`src/rtl/dlr_pkg.sv`:
```
package dlr_pkg;
  localparam logic [7:0]  OP_DEFECT_READ   = 8'hB7;
  localparam logic [7:0]  OP_LONG_READ     = 8'h3E;
  localparam logic [2:0]  FMT_BYTE_INDEX   = 3'h4;
  localparam logic [2:0]  FMT_SECTOR       = 3'h5;
  localparam int          CDB_MAX          = 12;
  localparam int          DFT_CDB_LEN      = 12;
  localparam int          LNG_CDB_LEN      = 10;
  localparam int          B1_PRIMARY       = 4;
  localparam int          B1_GROWN         = 3;
  localparam int          B1_WHOLE_PB      = 2;
  localparam int          B1_CORRECT       = 1;
  localparam int          HDR_LEN          = 8;
  localparam int          DESC_LEN         = 8;
  localparam logic [1:0]  STAT_GOOD        = 2'h0;
  localparam logic [1:0]  STAT_CHECK       = 2'h1;
  localparam logic [3:0]  KEY_NONE         = 4'h0;
  localparam logic [3:0]  KEY_RECOVERED    = 4'h1;
  localparam logic [3:0]  KEY_MEDIUM       = 4'h3;
  localparam logic [3:0]  KEY_ILLEGAL      = 4'h5;
  localparam logic [7:0]  ASC_NONE         = 8'h00;
  localparam logic [7:0]  ASC_INVALID_CDB  = 8'h24;
  localparam logic [7:0]  ASC_NO_DEFECTS   = 8'h1C;
  localparam logic [7:0]  ASC_UNRECOVERED  = 8'h11;

  typedef enum logic [2:0] {
    DLR_IDLE   = 3'b000,
    DLR_CDB    = 3'b001,
    DLR_DECODE = 3'b011,
    DLR_SEND   = 3'b010,
    DLR_FETCH  = 3'b110,
    DLR_DONE   = 3'b111
  } dlr_state_t;
endpackage : dlr_pkg

```
`src/rtl/dlr_cmd.sv`:
```
`timescale 1ns/1ns
// Contract
// - defect read B7h, list bits, length 6-9
// - eight byte header, echo bits, list length in bytes
// - descriptors packed, eight bytes each
// - byte format: cyl, head, sector*bps
// - sector format: cyl, head, sector
// - long read 3Eh, block bit, correct, lba, length
// - long read sends one block, no code bytes
// - exponent nonzero, block bit: whole physical block
// - exponent nonzero, no block bit: logical only
// - exponent zero with block bit: illegal request
// - correct bit selects media error report
// - length mismatch: illegal request check
// - mismatch sets valid, flag, difference
// - expected length is the block size sent, logical or physical
// - long read bypasses the data cache
// - exponent zero or power-of-two ratio
// - stop at allocation length or list end
// - unsupported format: sector list, 01h/1Ch
module dlr_cmd
  import dlr_pkg::*;
#(
  parameter int IDX_W = 16
) (
  input  wire logic              i_sys_clk,
  input  wire logic              i_rst,
  input  wire logic              i_cdb_valid,
  input  wire logic [7:0]        i_cdb_byte,
  input  wire logic              i_cdb_last,
  input  wire logic [3:0]        i_lb_per_pb_exp,
  input  wire logic [15:0]       i_lb_size,
  input  wire logic [15:0]       i_bytes_per_sector,
  input  wire logic [31:0]       i_defect_count,
  input  wire logic [23:0]       i_def_cyl,
  input  wire logic [7:0]        i_def_head,
  input  wire logic [31:0]       i_def_sector,
  input  wire logic [7:0]        i_media_byte,
  input  wire logic              i_media_valid,
  input  wire logic              i_corr_failed,
  input  wire logic              i_din_ready,
  output logic [IDX_W-1:0]       o_def_index,
  output logic                   o_media_req,
  output logic [31:0]            o_media_lba,
  output logic [31:0]            o_media_len,
  output logic                   o_media_cache_bypass,
  output logic                   o_din_valid,
  output logic [7:0]             o_din_byte,
  output logic                   o_done,
  output logic [1:0]             o_status,
  output logic [3:0]             o_sense_key,
  output logic [7:0]             o_sense_asc,
  output logic                   o_sense_valid,
  output logic                   o_length_mismatch_flag,
  output logic [31:0]            o_sense_info
);

  function automatic logic [7:0] be_byte(input logic [31:0] w,
                                         input logic [1:0]  i);
    be_byte = w[(3 - i) * 8 +: 8];
  endfunction : be_byte

  dlr_state_t   state;
  dlr_state_t   next_state;
  logic [7:0]   cdb [CDB_MAX];
  logic [3:0]   cdb_cnt;
  logic [31:0]  pos;
  logic [31:0]  limit;
  logic [2:0]   ret_fmt;
  logic         is_long;
  logic [1:0]   fin_status;
  logic [3:0]   fin_key;
  logic [7:0]   fin_asc;
  logic         fin_valid;
  logic         fin_lmf;
  logic [31:0]  fin_info;

  logic [3:0]   next_cdb_cnt;
  logic [31:0]  next_pos;
  logic [31:0]  next_limit;
  logic [2:0]   next_ret_fmt;
  logic         next_is_long;
  logic [1:0]   next_fin_status;
  logic [3:0]   next_fin_key;
  logic [7:0]   next_fin_asc;
  logic         next_fin_valid;
  logic         next_fin_lmf;
  logic [31:0]  next_fin_info;
  logic [IDX_W-1:0] next_def_index;
  logic         next_media_req;
  logic [31:0]  next_media_lba;
  logic [31:0]  next_media_len;
  logic         next_din_valid;
  logic [7:0]   next_din_byte;
  logic         next_done;

  logic [31:0]  alloc_len;
  logic [31:0]  list_bytes;
  logic [31:0]  total_len;
  logic [15:0]  req_len;
  logic [31:0]  avail_len;
  logic [31:0]  desc_byte_off;
  logic [31:0]  bfi;
  logic [7:0]   cur_byte;
  logic         hs;
  logic [3:0]   cdb_wr;

  assign hs = o_din_valid & i_din_ready;
  // bytes past the longest block land on its last slot
  assign cdb_wr = (state == DLR_IDLE) ? 4'h0
                : (cdb_cnt >= 4'(CDB_MAX)) ? 4'(CDB_MAX - 1) : cdb_cnt;
  assign alloc_len = {cdb[6], cdb[7], cdb[8], cdb[9]};
  assign list_bytes = i_defect_count << 3;
  assign total_len = list_bytes + 32'(HDR_LEN);
  assign req_len = {cdb[7], cdb[8]};
  // whole physical block when asked and several blocks share one
  assign avail_len = (cdb[1][B1_WHOLE_PB] && i_lb_per_pb_exp != 4'h0)
                   ? ({16'h0000, i_lb_size} << i_lb_per_pb_exp)
                   : {16'h0000, i_lb_size};
  assign desc_byte_off = pos - 32'(HDR_LEN);
  assign bfi = i_def_sector * {16'h0000, i_bytes_per_sector};

  always_comb begin
    unique case (desc_byte_off[2:0])
      3'h0:    cur_byte = i_def_cyl[23:16];
      3'h1:    cur_byte = i_def_cyl[15:8];
      3'h2:    cur_byte = i_def_cyl[7:0];
      3'h3:    cur_byte = i_def_head;
      default: cur_byte = (ret_fmt == FMT_BYTE_INDEX)
                        ? be_byte(bfi, desc_byte_off[1:0])
                        : be_byte(i_def_sector, desc_byte_off[1:0]);
    endcase
  end

  always_comb begin
    next_state      = state;
    next_cdb_cnt    = cdb_cnt;
    next_pos        = pos;
    next_limit      = limit;
    next_ret_fmt    = ret_fmt;
    next_is_long    = is_long;
    next_fin_status = fin_status;
    next_fin_key    = fin_key;
    next_fin_asc    = fin_asc;
    next_fin_valid  = fin_valid;
    next_fin_lmf    = fin_lmf;
    next_fin_info   = fin_info;
    next_def_index  = o_def_index;
    next_media_req  = 1'b0;
    next_media_lba  = o_media_lba;
    next_media_len  = o_media_len;
    next_din_valid  = o_din_valid;
    next_din_byte   = o_din_byte;
    next_done       = 1'b0;
    unique case (state)
      DLR_IDLE: begin
        next_cdb_cnt = 4'h0;
        if (i_cdb_valid) begin
          next_cdb_cnt = 4'h1;
          next_state   = i_cdb_last ? DLR_DECODE : DLR_CDB;
        end
      end
      DLR_CDB: begin
        if (i_cdb_valid) begin
          if (cdb_cnt != 4'(CDB_MAX + 1))
            next_cdb_cnt = cdb_cnt + 4'h1;
          if (i_cdb_last)
            next_state = DLR_DECODE;
        end
      end
      DLR_DECODE: begin
        next_pos        = 32'h0;
        next_def_index  = '0;
        next_fin_status = STAT_GOOD;
        next_fin_key    = KEY_NONE;
        next_fin_asc    = ASC_NONE;
        next_fin_valid  = 1'b0;
        next_fin_lmf    = 1'b0;
        next_fin_info   = 32'h0;
        next_state      = DLR_SEND;
        if (cdb[0] == OP_DEFECT_READ && cdb_cnt == 4'(DFT_CDB_LEN)) begin
          next_is_long = 1'b0;
          if (cdb[1][2:0] == FMT_BYTE_INDEX) begin
            next_ret_fmt = FMT_BYTE_INDEX;
          end else begin
            next_ret_fmt    = FMT_SECTOR;
            if (cdb[1][2:0] != FMT_SECTOR) begin
              next_fin_status = STAT_CHECK;
              next_fin_key    = KEY_RECOVERED;
              next_fin_asc    = ASC_NO_DEFECTS;
            end
          end
          next_limit = (alloc_len < total_len) ? alloc_len
                                               : total_len;
        end else if (cdb[0] == OP_LONG_READ
                     && cdb_cnt == 4'(LNG_CDB_LEN)) begin
          next_is_long = 1'b1;
          next_limit   = avail_len;
          if (cdb[1][B1_WHOLE_PB] && i_lb_per_pb_exp == 4'h0) begin
            next_fin_status = STAT_CHECK;
            next_fin_key    = KEY_ILLEGAL;
            next_fin_asc    = ASC_INVALID_CDB;
            next_state      = DLR_DONE;
          end else if (req_len != 16'h0000
                       && {16'h0000, req_len} != avail_len) begin
            next_fin_status = STAT_CHECK;
            next_fin_key    = KEY_ILLEGAL;
            next_fin_asc    = ASC_INVALID_CDB;
            next_fin_valid  = 1'b1;
            next_fin_lmf    = 1'b1;
            next_fin_info   = {16'h0000, req_len} - avail_len;
            next_state      = DLR_DONE;
          end else begin
            next_media_req = 1'b1;
            next_media_lba = {cdb[2], cdb[3], cdb[4], cdb[5]};
            next_media_len = avail_len;
          end
        end else begin
          next_fin_status = STAT_CHECK;
          next_fin_key    = KEY_ILLEGAL;
          next_fin_asc    = ASC_INVALID_CDB;
          next_state      = DLR_DONE;
        end
      end
      DLR_SEND: begin
        if (hs) begin
          next_din_valid = 1'b0;
          next_pos       = pos + 32'h1;
          if (!is_long && pos >= 32'(HDR_LEN)
              && desc_byte_off[2:0] == 3'h7)
            next_def_index = o_def_index + IDX_W'(1);
        end else if (!o_din_valid) begin
          if (pos >= limit) begin
            next_state = DLR_DONE;
          end else if (is_long) begin
            next_state = DLR_FETCH;
          end else begin
            next_din_valid = 1'b1;
            unique case (pos[2:0])
              3'h1:    next_din_byte = {3'h0, cdb[1][B1_PRIMARY],
                                        cdb[1][B1_GROWN], ret_fmt};
              3'h4:    next_din_byte = be_byte(list_bytes, 2'h0);
              3'h5:    next_din_byte = be_byte(list_bytes, 2'h1);
              3'h6:    next_din_byte = be_byte(list_bytes, 2'h2);
              3'h7:    next_din_byte = be_byte(list_bytes, 2'h3);
              default: next_din_byte = 8'h00;
            endcase
            if (pos >= 32'(HDR_LEN))
              next_din_byte = cur_byte;
          end
        end
      end
      DLR_FETCH: begin
        if (i_media_valid) begin
          next_din_valid = 1'b1;
          next_din_byte  = i_media_byte;
          next_state     = DLR_SEND;
        end
      end
      DLR_DONE: begin
        if (is_long && i_corr_failed && cdb[1][B1_CORRECT]
            && fin_status == STAT_GOOD) begin
          next_fin_status = STAT_CHECK;
          next_fin_key    = KEY_MEDIUM;
          next_fin_asc    = ASC_UNRECOVERED;
        end
        next_done  = 1'b1;
        next_state = DLR_IDLE;
      end
      default: next_state = DLR_IDLE;
    endcase
  end

  always_ff @(posedge i_sys_clk) begin
    if (i_rst) begin
      state                  <= DLR_IDLE;
      cdb_cnt                <= 4'h0;
      pos                    <= 32'h0;
      limit                  <= 32'h0;
      ret_fmt                <= FMT_SECTOR;
      is_long                <= 1'b0;
      fin_status             <= STAT_GOOD;
      fin_key                <= KEY_NONE;
      fin_asc                <= ASC_NONE;
      fin_valid              <= 1'b0;
      fin_lmf                <= 1'b0;
      fin_info               <= 32'h0;
      o_def_index            <= '0;
      o_media_req            <= 1'b0;
      o_media_lba            <= 32'h0;
      o_media_len            <= 32'h0;
      o_media_cache_bypass   <= 1'b1;
      o_din_valid            <= 1'b0;
      o_din_byte             <= 8'h00;
      o_done                 <= 1'b0;
      o_status               <= STAT_GOOD;
      o_sense_key            <= KEY_NONE;
      o_sense_asc            <= ASC_NONE;
      o_sense_valid          <= 1'b0;
      o_length_mismatch_flag <= 1'b0;
      o_sense_info           <= 32'h0;
      for (int i = 0; i < CDB_MAX; i++)
        cdb[i] <= 8'h00;
    end else begin
      state                  <= next_state;
      cdb_cnt                <= next_cdb_cnt;
      pos                    <= next_pos;
      limit                  <= next_limit;
      ret_fmt                <= next_ret_fmt;
      is_long                <= next_is_long;
      fin_status             <= next_fin_status;
      fin_key                <= next_fin_key;
      fin_asc                <= next_fin_asc;
      fin_valid              <= next_fin_valid;
      fin_lmf                <= next_fin_lmf;
      fin_info               <= next_fin_info;
      o_def_index            <= next_def_index;
      o_media_req            <= next_media_req;
      o_media_lba            <= next_media_lba;
      o_media_len            <= next_media_len;
      o_media_cache_bypass   <= 1'b1;
      o_din_valid            <= next_din_valid;
      o_din_byte             <= next_din_byte;
      o_done                 <= next_done;
      if (state == DLR_DONE) begin
        o_status               <= next_fin_status;
        o_sense_key            <= next_fin_key;
        o_sense_asc            <= next_fin_asc;
        o_sense_valid          <= next_fin_valid;
        o_length_mismatch_flag <= next_fin_lmf;
        o_sense_info           <= next_fin_info;
      end
      if (i_cdb_valid && (state == DLR_IDLE || state == DLR_CDB))
        cdb[cdb_wr] <= i_cdb_byte;
    end
  end
endmodule : dlr_cmd

```
`config.mk`:
```
export PLATFORM = sky130hd
export DESIGN_NAME = dlr_cmd
export DESIGN_NICKNAME = d
export VERILOG_FILES = /design/src/rtl/dlr_pkg.sv /design/src/rtl/dlr_cmd.sv
export SDC_FILE = /design/constraint.sdc
export NUM_CORES = 2
export LEC_CHECK = 0
export BUFFER_PORTS_ARGS = -buffer_cell sky130_fd_sc_hd__buf_2
export CAP_MARGIN = 10
export CELL_PAD_IN_SITES_DETAIL_PLACEMENT = 1
export CELL_PAD_IN_SITES_GLOBAL_PLACEMENT = 2
export CORE_MARGIN = 4
export CORE_UTILIZATION = 37
export CTS_CLUSTER_DIAMETER = 50
export DETAILED_ROUTE_END_ITERATION = 7
export PLACE_DENSITY = 0.91
export SLEW_MARGIN = 0
export SYNTH_ARGS = -nofsm -noshare
export SYNTH_HDL_FRONTEND = slang
export SYNTH_SLANG_ARGS = --single-unit
```
`constraint.sdc`:
```
create_clock -name i_sys_clk -period 8.56 [get_ports i_sys_clk]
set_clock_uncertainty 0.2 [all_clocks]
set_input_delay 1.284 -clock i_sys_clk [delete_from_list [all_inputs] [get_ports i_sys_clk]]
set_output_delay 1.284 -clock i_sys_clk [all_outputs]
set_load 0.005 [all_outputs]
```
==> flow_summary.yaml <==
run_status:
  status: "complete, no violations"
timing:
  period_share_pct: 90.8
  post-route-worst-setup-slack_ps: 787
  rsz0062_at_grt: "false"
  worstMarginPinSlew_ps: 1190
  slew_violations: 0
  period_needed_ps: 7770
  hold_violations: 0
  setup_viol: 0
  tns_ps: 0
  max_slew_margin_pct: 19.7
  whs_ps: 253
  clock.fmax_mhz: 129
synthesis:
  ys_async_sr_fraction_pct: 0
  yosys_warnings: 0
  synth_ff_type: "dfxtp_1"
  synth_edf_count: 77
  synth_cells: 3525
  synth_seq_cells: 336
  synth.distinct_cells: 85
  syn_nets: 4138
  seq_area_frac_synth_pct: 25.0
  synth_area_um2: 29900
  syn_avg_cell_area_um2: 8.49
route:
  drcViolationCount: 0
  vias_per_cell: 5.51
  wl_per_cell_um: 22.0
  wirelength_um: 106000
  vias: 26500
  drtPass1Iterations: 5
  drt_iter0_markers: 1851
  drtAntennaViolNets: 0
clock_network:
  htreeDepth: 2
  cts_resized: 0
  cts-root-buf: "clkbuf_16"
  postCtsHoldBufs: 0
  numCtsBuffers: 41
  cts_setup_buffers: 0
  cts_tree: "built"
  clock_path_buffers: 3
  clock_latency_ps: 580
  path_clk_slew_ps: 60
  clock_sinks: 336
critical_path:
  end_kind: "register"
  slowest_stage: "buf_2"
  rr_endpoint: "o_media_lba[10]"
  path_delay_family: "adder cells"
  critPathRequiredTime_ps: 8820
  critPathMaxStageDelay_ps: 630
  path_max_fanout: 29
  crit_top_cell: "fa_1"
  timing.rr.start: "cdb[1][2]"
  start_kind: "input pin"
  r2r_slack_ps: 3120
  arrival_ps: 8030
  worstRegToRegCells: 12
  worstPathCellList: "buf_2, nand2_1, fa_1, fa_1, fa_1, inv_1, fa_1, fa_1, inv_1, fa_1, inv_1, ha_1, a21oi_1, nor2_1, a211oi_1, nor2_1, or3b_2, xor2_1, mux4_2, a21oi_1, o2bb2ai_1"
  crit_type: "in -> reg"
  critical_path_buf_inv_count: 4
die:
  die_width_um: 292
  die_y_um: 292
  io_pins: 295
  core_um2: 80400
  dieArea_um2: 85500
  initial_core_util_pct: 37.2
  rows: 104
pwr:
  leakage_nw: 14.6
  ir_drop_v: 0.000521
  power_density_nw_per_um2: 327
final_layout:
  area_growth_pct: 12.5
  final_nets: 4332
  drive_gt1_share_pct: 12.0
min_path:
  min_path_cells: 2
  min_path_type: "reg -> reg"
  hp-start: "o_media_lba[22]"
  whs_endpoint: "o_media_lba[22]"
job:
  drv_cap: 0
global_route:
  grt_pass1_wl_um: 164000
  grt_usage_pct: 24.3
  antenna_found_initial: 8
  grt_pass1_vias: 28100
  overflow: 0
  grt_max_degree: 76
placement:
  numPortBuffers: 289
  gp_congestion: 0.894
  place_hpwl_um: 80500
  place_ws_ps: 254
==> worst min-delay path: cells and delay by family (launching register included) <==
kind | cells | cell delay, ps
and+or+nand+nor | 1 | 50
AOI/OAI and AO/OA | 1 | 50
DFF | 1 | 310
==> placed cells by master, fill, tap and decap left out, drive strengths merged, types with 41 or more instances in the layout <==
cell type,Yosys,routed
nand2,511,511
a21oi,243,243
xor2,60,60
buf,28,331
inv,423,427
nor2,257,257
xnor2,77,77
ha,153,153
fa,305,305
and2,240,240
nand3,61,61
clkbuf,154,58
dfxtp,259,259
a211oi,41,41
edfxtp,77,77
o21ai,145,145
==> cells by family after synthesis <==
| kind of cell | count (synthesis) | synth area share, % |
|---|---|---|
| adders and majority gates | 458 | 26.8 |
| other | 2 | 0.0251 |
| and+or+nand+nor | 1265 | 19.8 |
| AOI/OAI and AO/OA | 654 | 13.5 |
| xor gates and xnor gates | 137 | 4.01 |
| muxes | 66 | 2.86 |
| buffers and inverters | 607 | 7.91 |
| DFF | 336 | 25.0 |
==> layer usage <==
layer  routed length, µm  track usage [%]
met1               44600             32.1
met2               51800             42.1
met3                6730             3.09
met4                2810             6.45
met5                  13                0
==> where the power goes <==
group          switching, W  internal, W
sequential        0.0000203      0.00164
clock              0.000751     0.000982
combinational       0.00455      0.00308
==> per-stage QoR <==
step | power, W | utilization [%] | instances | area [µm²]
floorplan | 0.00736 | - | 3525 | 29900
global placement | 0.00914 | 40.2 | 4733 | 32300
detailed placement | 0.00933 | 40.2 | 4733 | 32300
CTS | 0.0111 | 41.8 | 4806 | 33700
global route | 0.0122 | 41.9 | 4809 | 33700
finish | 0.0110 | 41.9 | 4813 | 33700
==> final cells by class <==
cell class	instances	area (µm²)
clock buffers	56	1130
clock inverters	17	216
repair buffers	333	1790
fillers	9681	46700
flip-flops and latches	336	7500
multi-input cells	2582	20100
diodes	4	10.0
inverters	425	1600
well taps	1060	1330
==> how the worst max path moves through the flow <==
stage / start / endpoint / slack, ps / cells past startpoint
finish: i_bytes_per_sector[3] / o_din_byte[3] / 790 / 21
global route: i_bytes_per_sector[3] / o_din_byte[4] / 500 / 24
CTS: i_bytes_per_sector[3] / o_din_byte[3] / 860 / 21
detailed placement: i_bytes_per_sector[3] / o_din_byte[3] / 250 / 21
global placement: i_bytes_per_sector[3] / o_din_byte[3] / 420 / 21
floorplan: i_bytes_per_sector[12] / o_din_byte[3] / 870 / 23
==> registers in the layout (all words and copies together), names as in the netlist, 16 cells and up <==
| register | count |
|---|---|
| cdb | 77 |
| fin_info | 32 |
| limit | 32 |
| o_media_lba | 32 |
| o_sense_info | 32 |
| pos | 32 |
| o_media_len | 31 |
| o_def_index | 16 |
==> cells in the mapped netlist, types with 34 or more instances <==
cell        n  share of area [%]
fa_1      305                 20
ha_1      153                6.4
mux2i_1    36                1.2
nor3_1     37               0.62
edfxtp_1   77                7.7
xor2_1     60                1.8
dfxtp_1   259                 17
clkbuf_1  154                1.9
a21oi_1   243                4.1
o21ai_0   145                2.4
inv_1     420                5.3
and3_1     34               0.71
and2_1    240                5.0
a211oi_1   41                1.0
nand2_1   511                6.4
nor2_1    257                3.2
nand3_1    61                1.0
xnor2_1    77                2.3
Power figures use the tool's default switching activity.
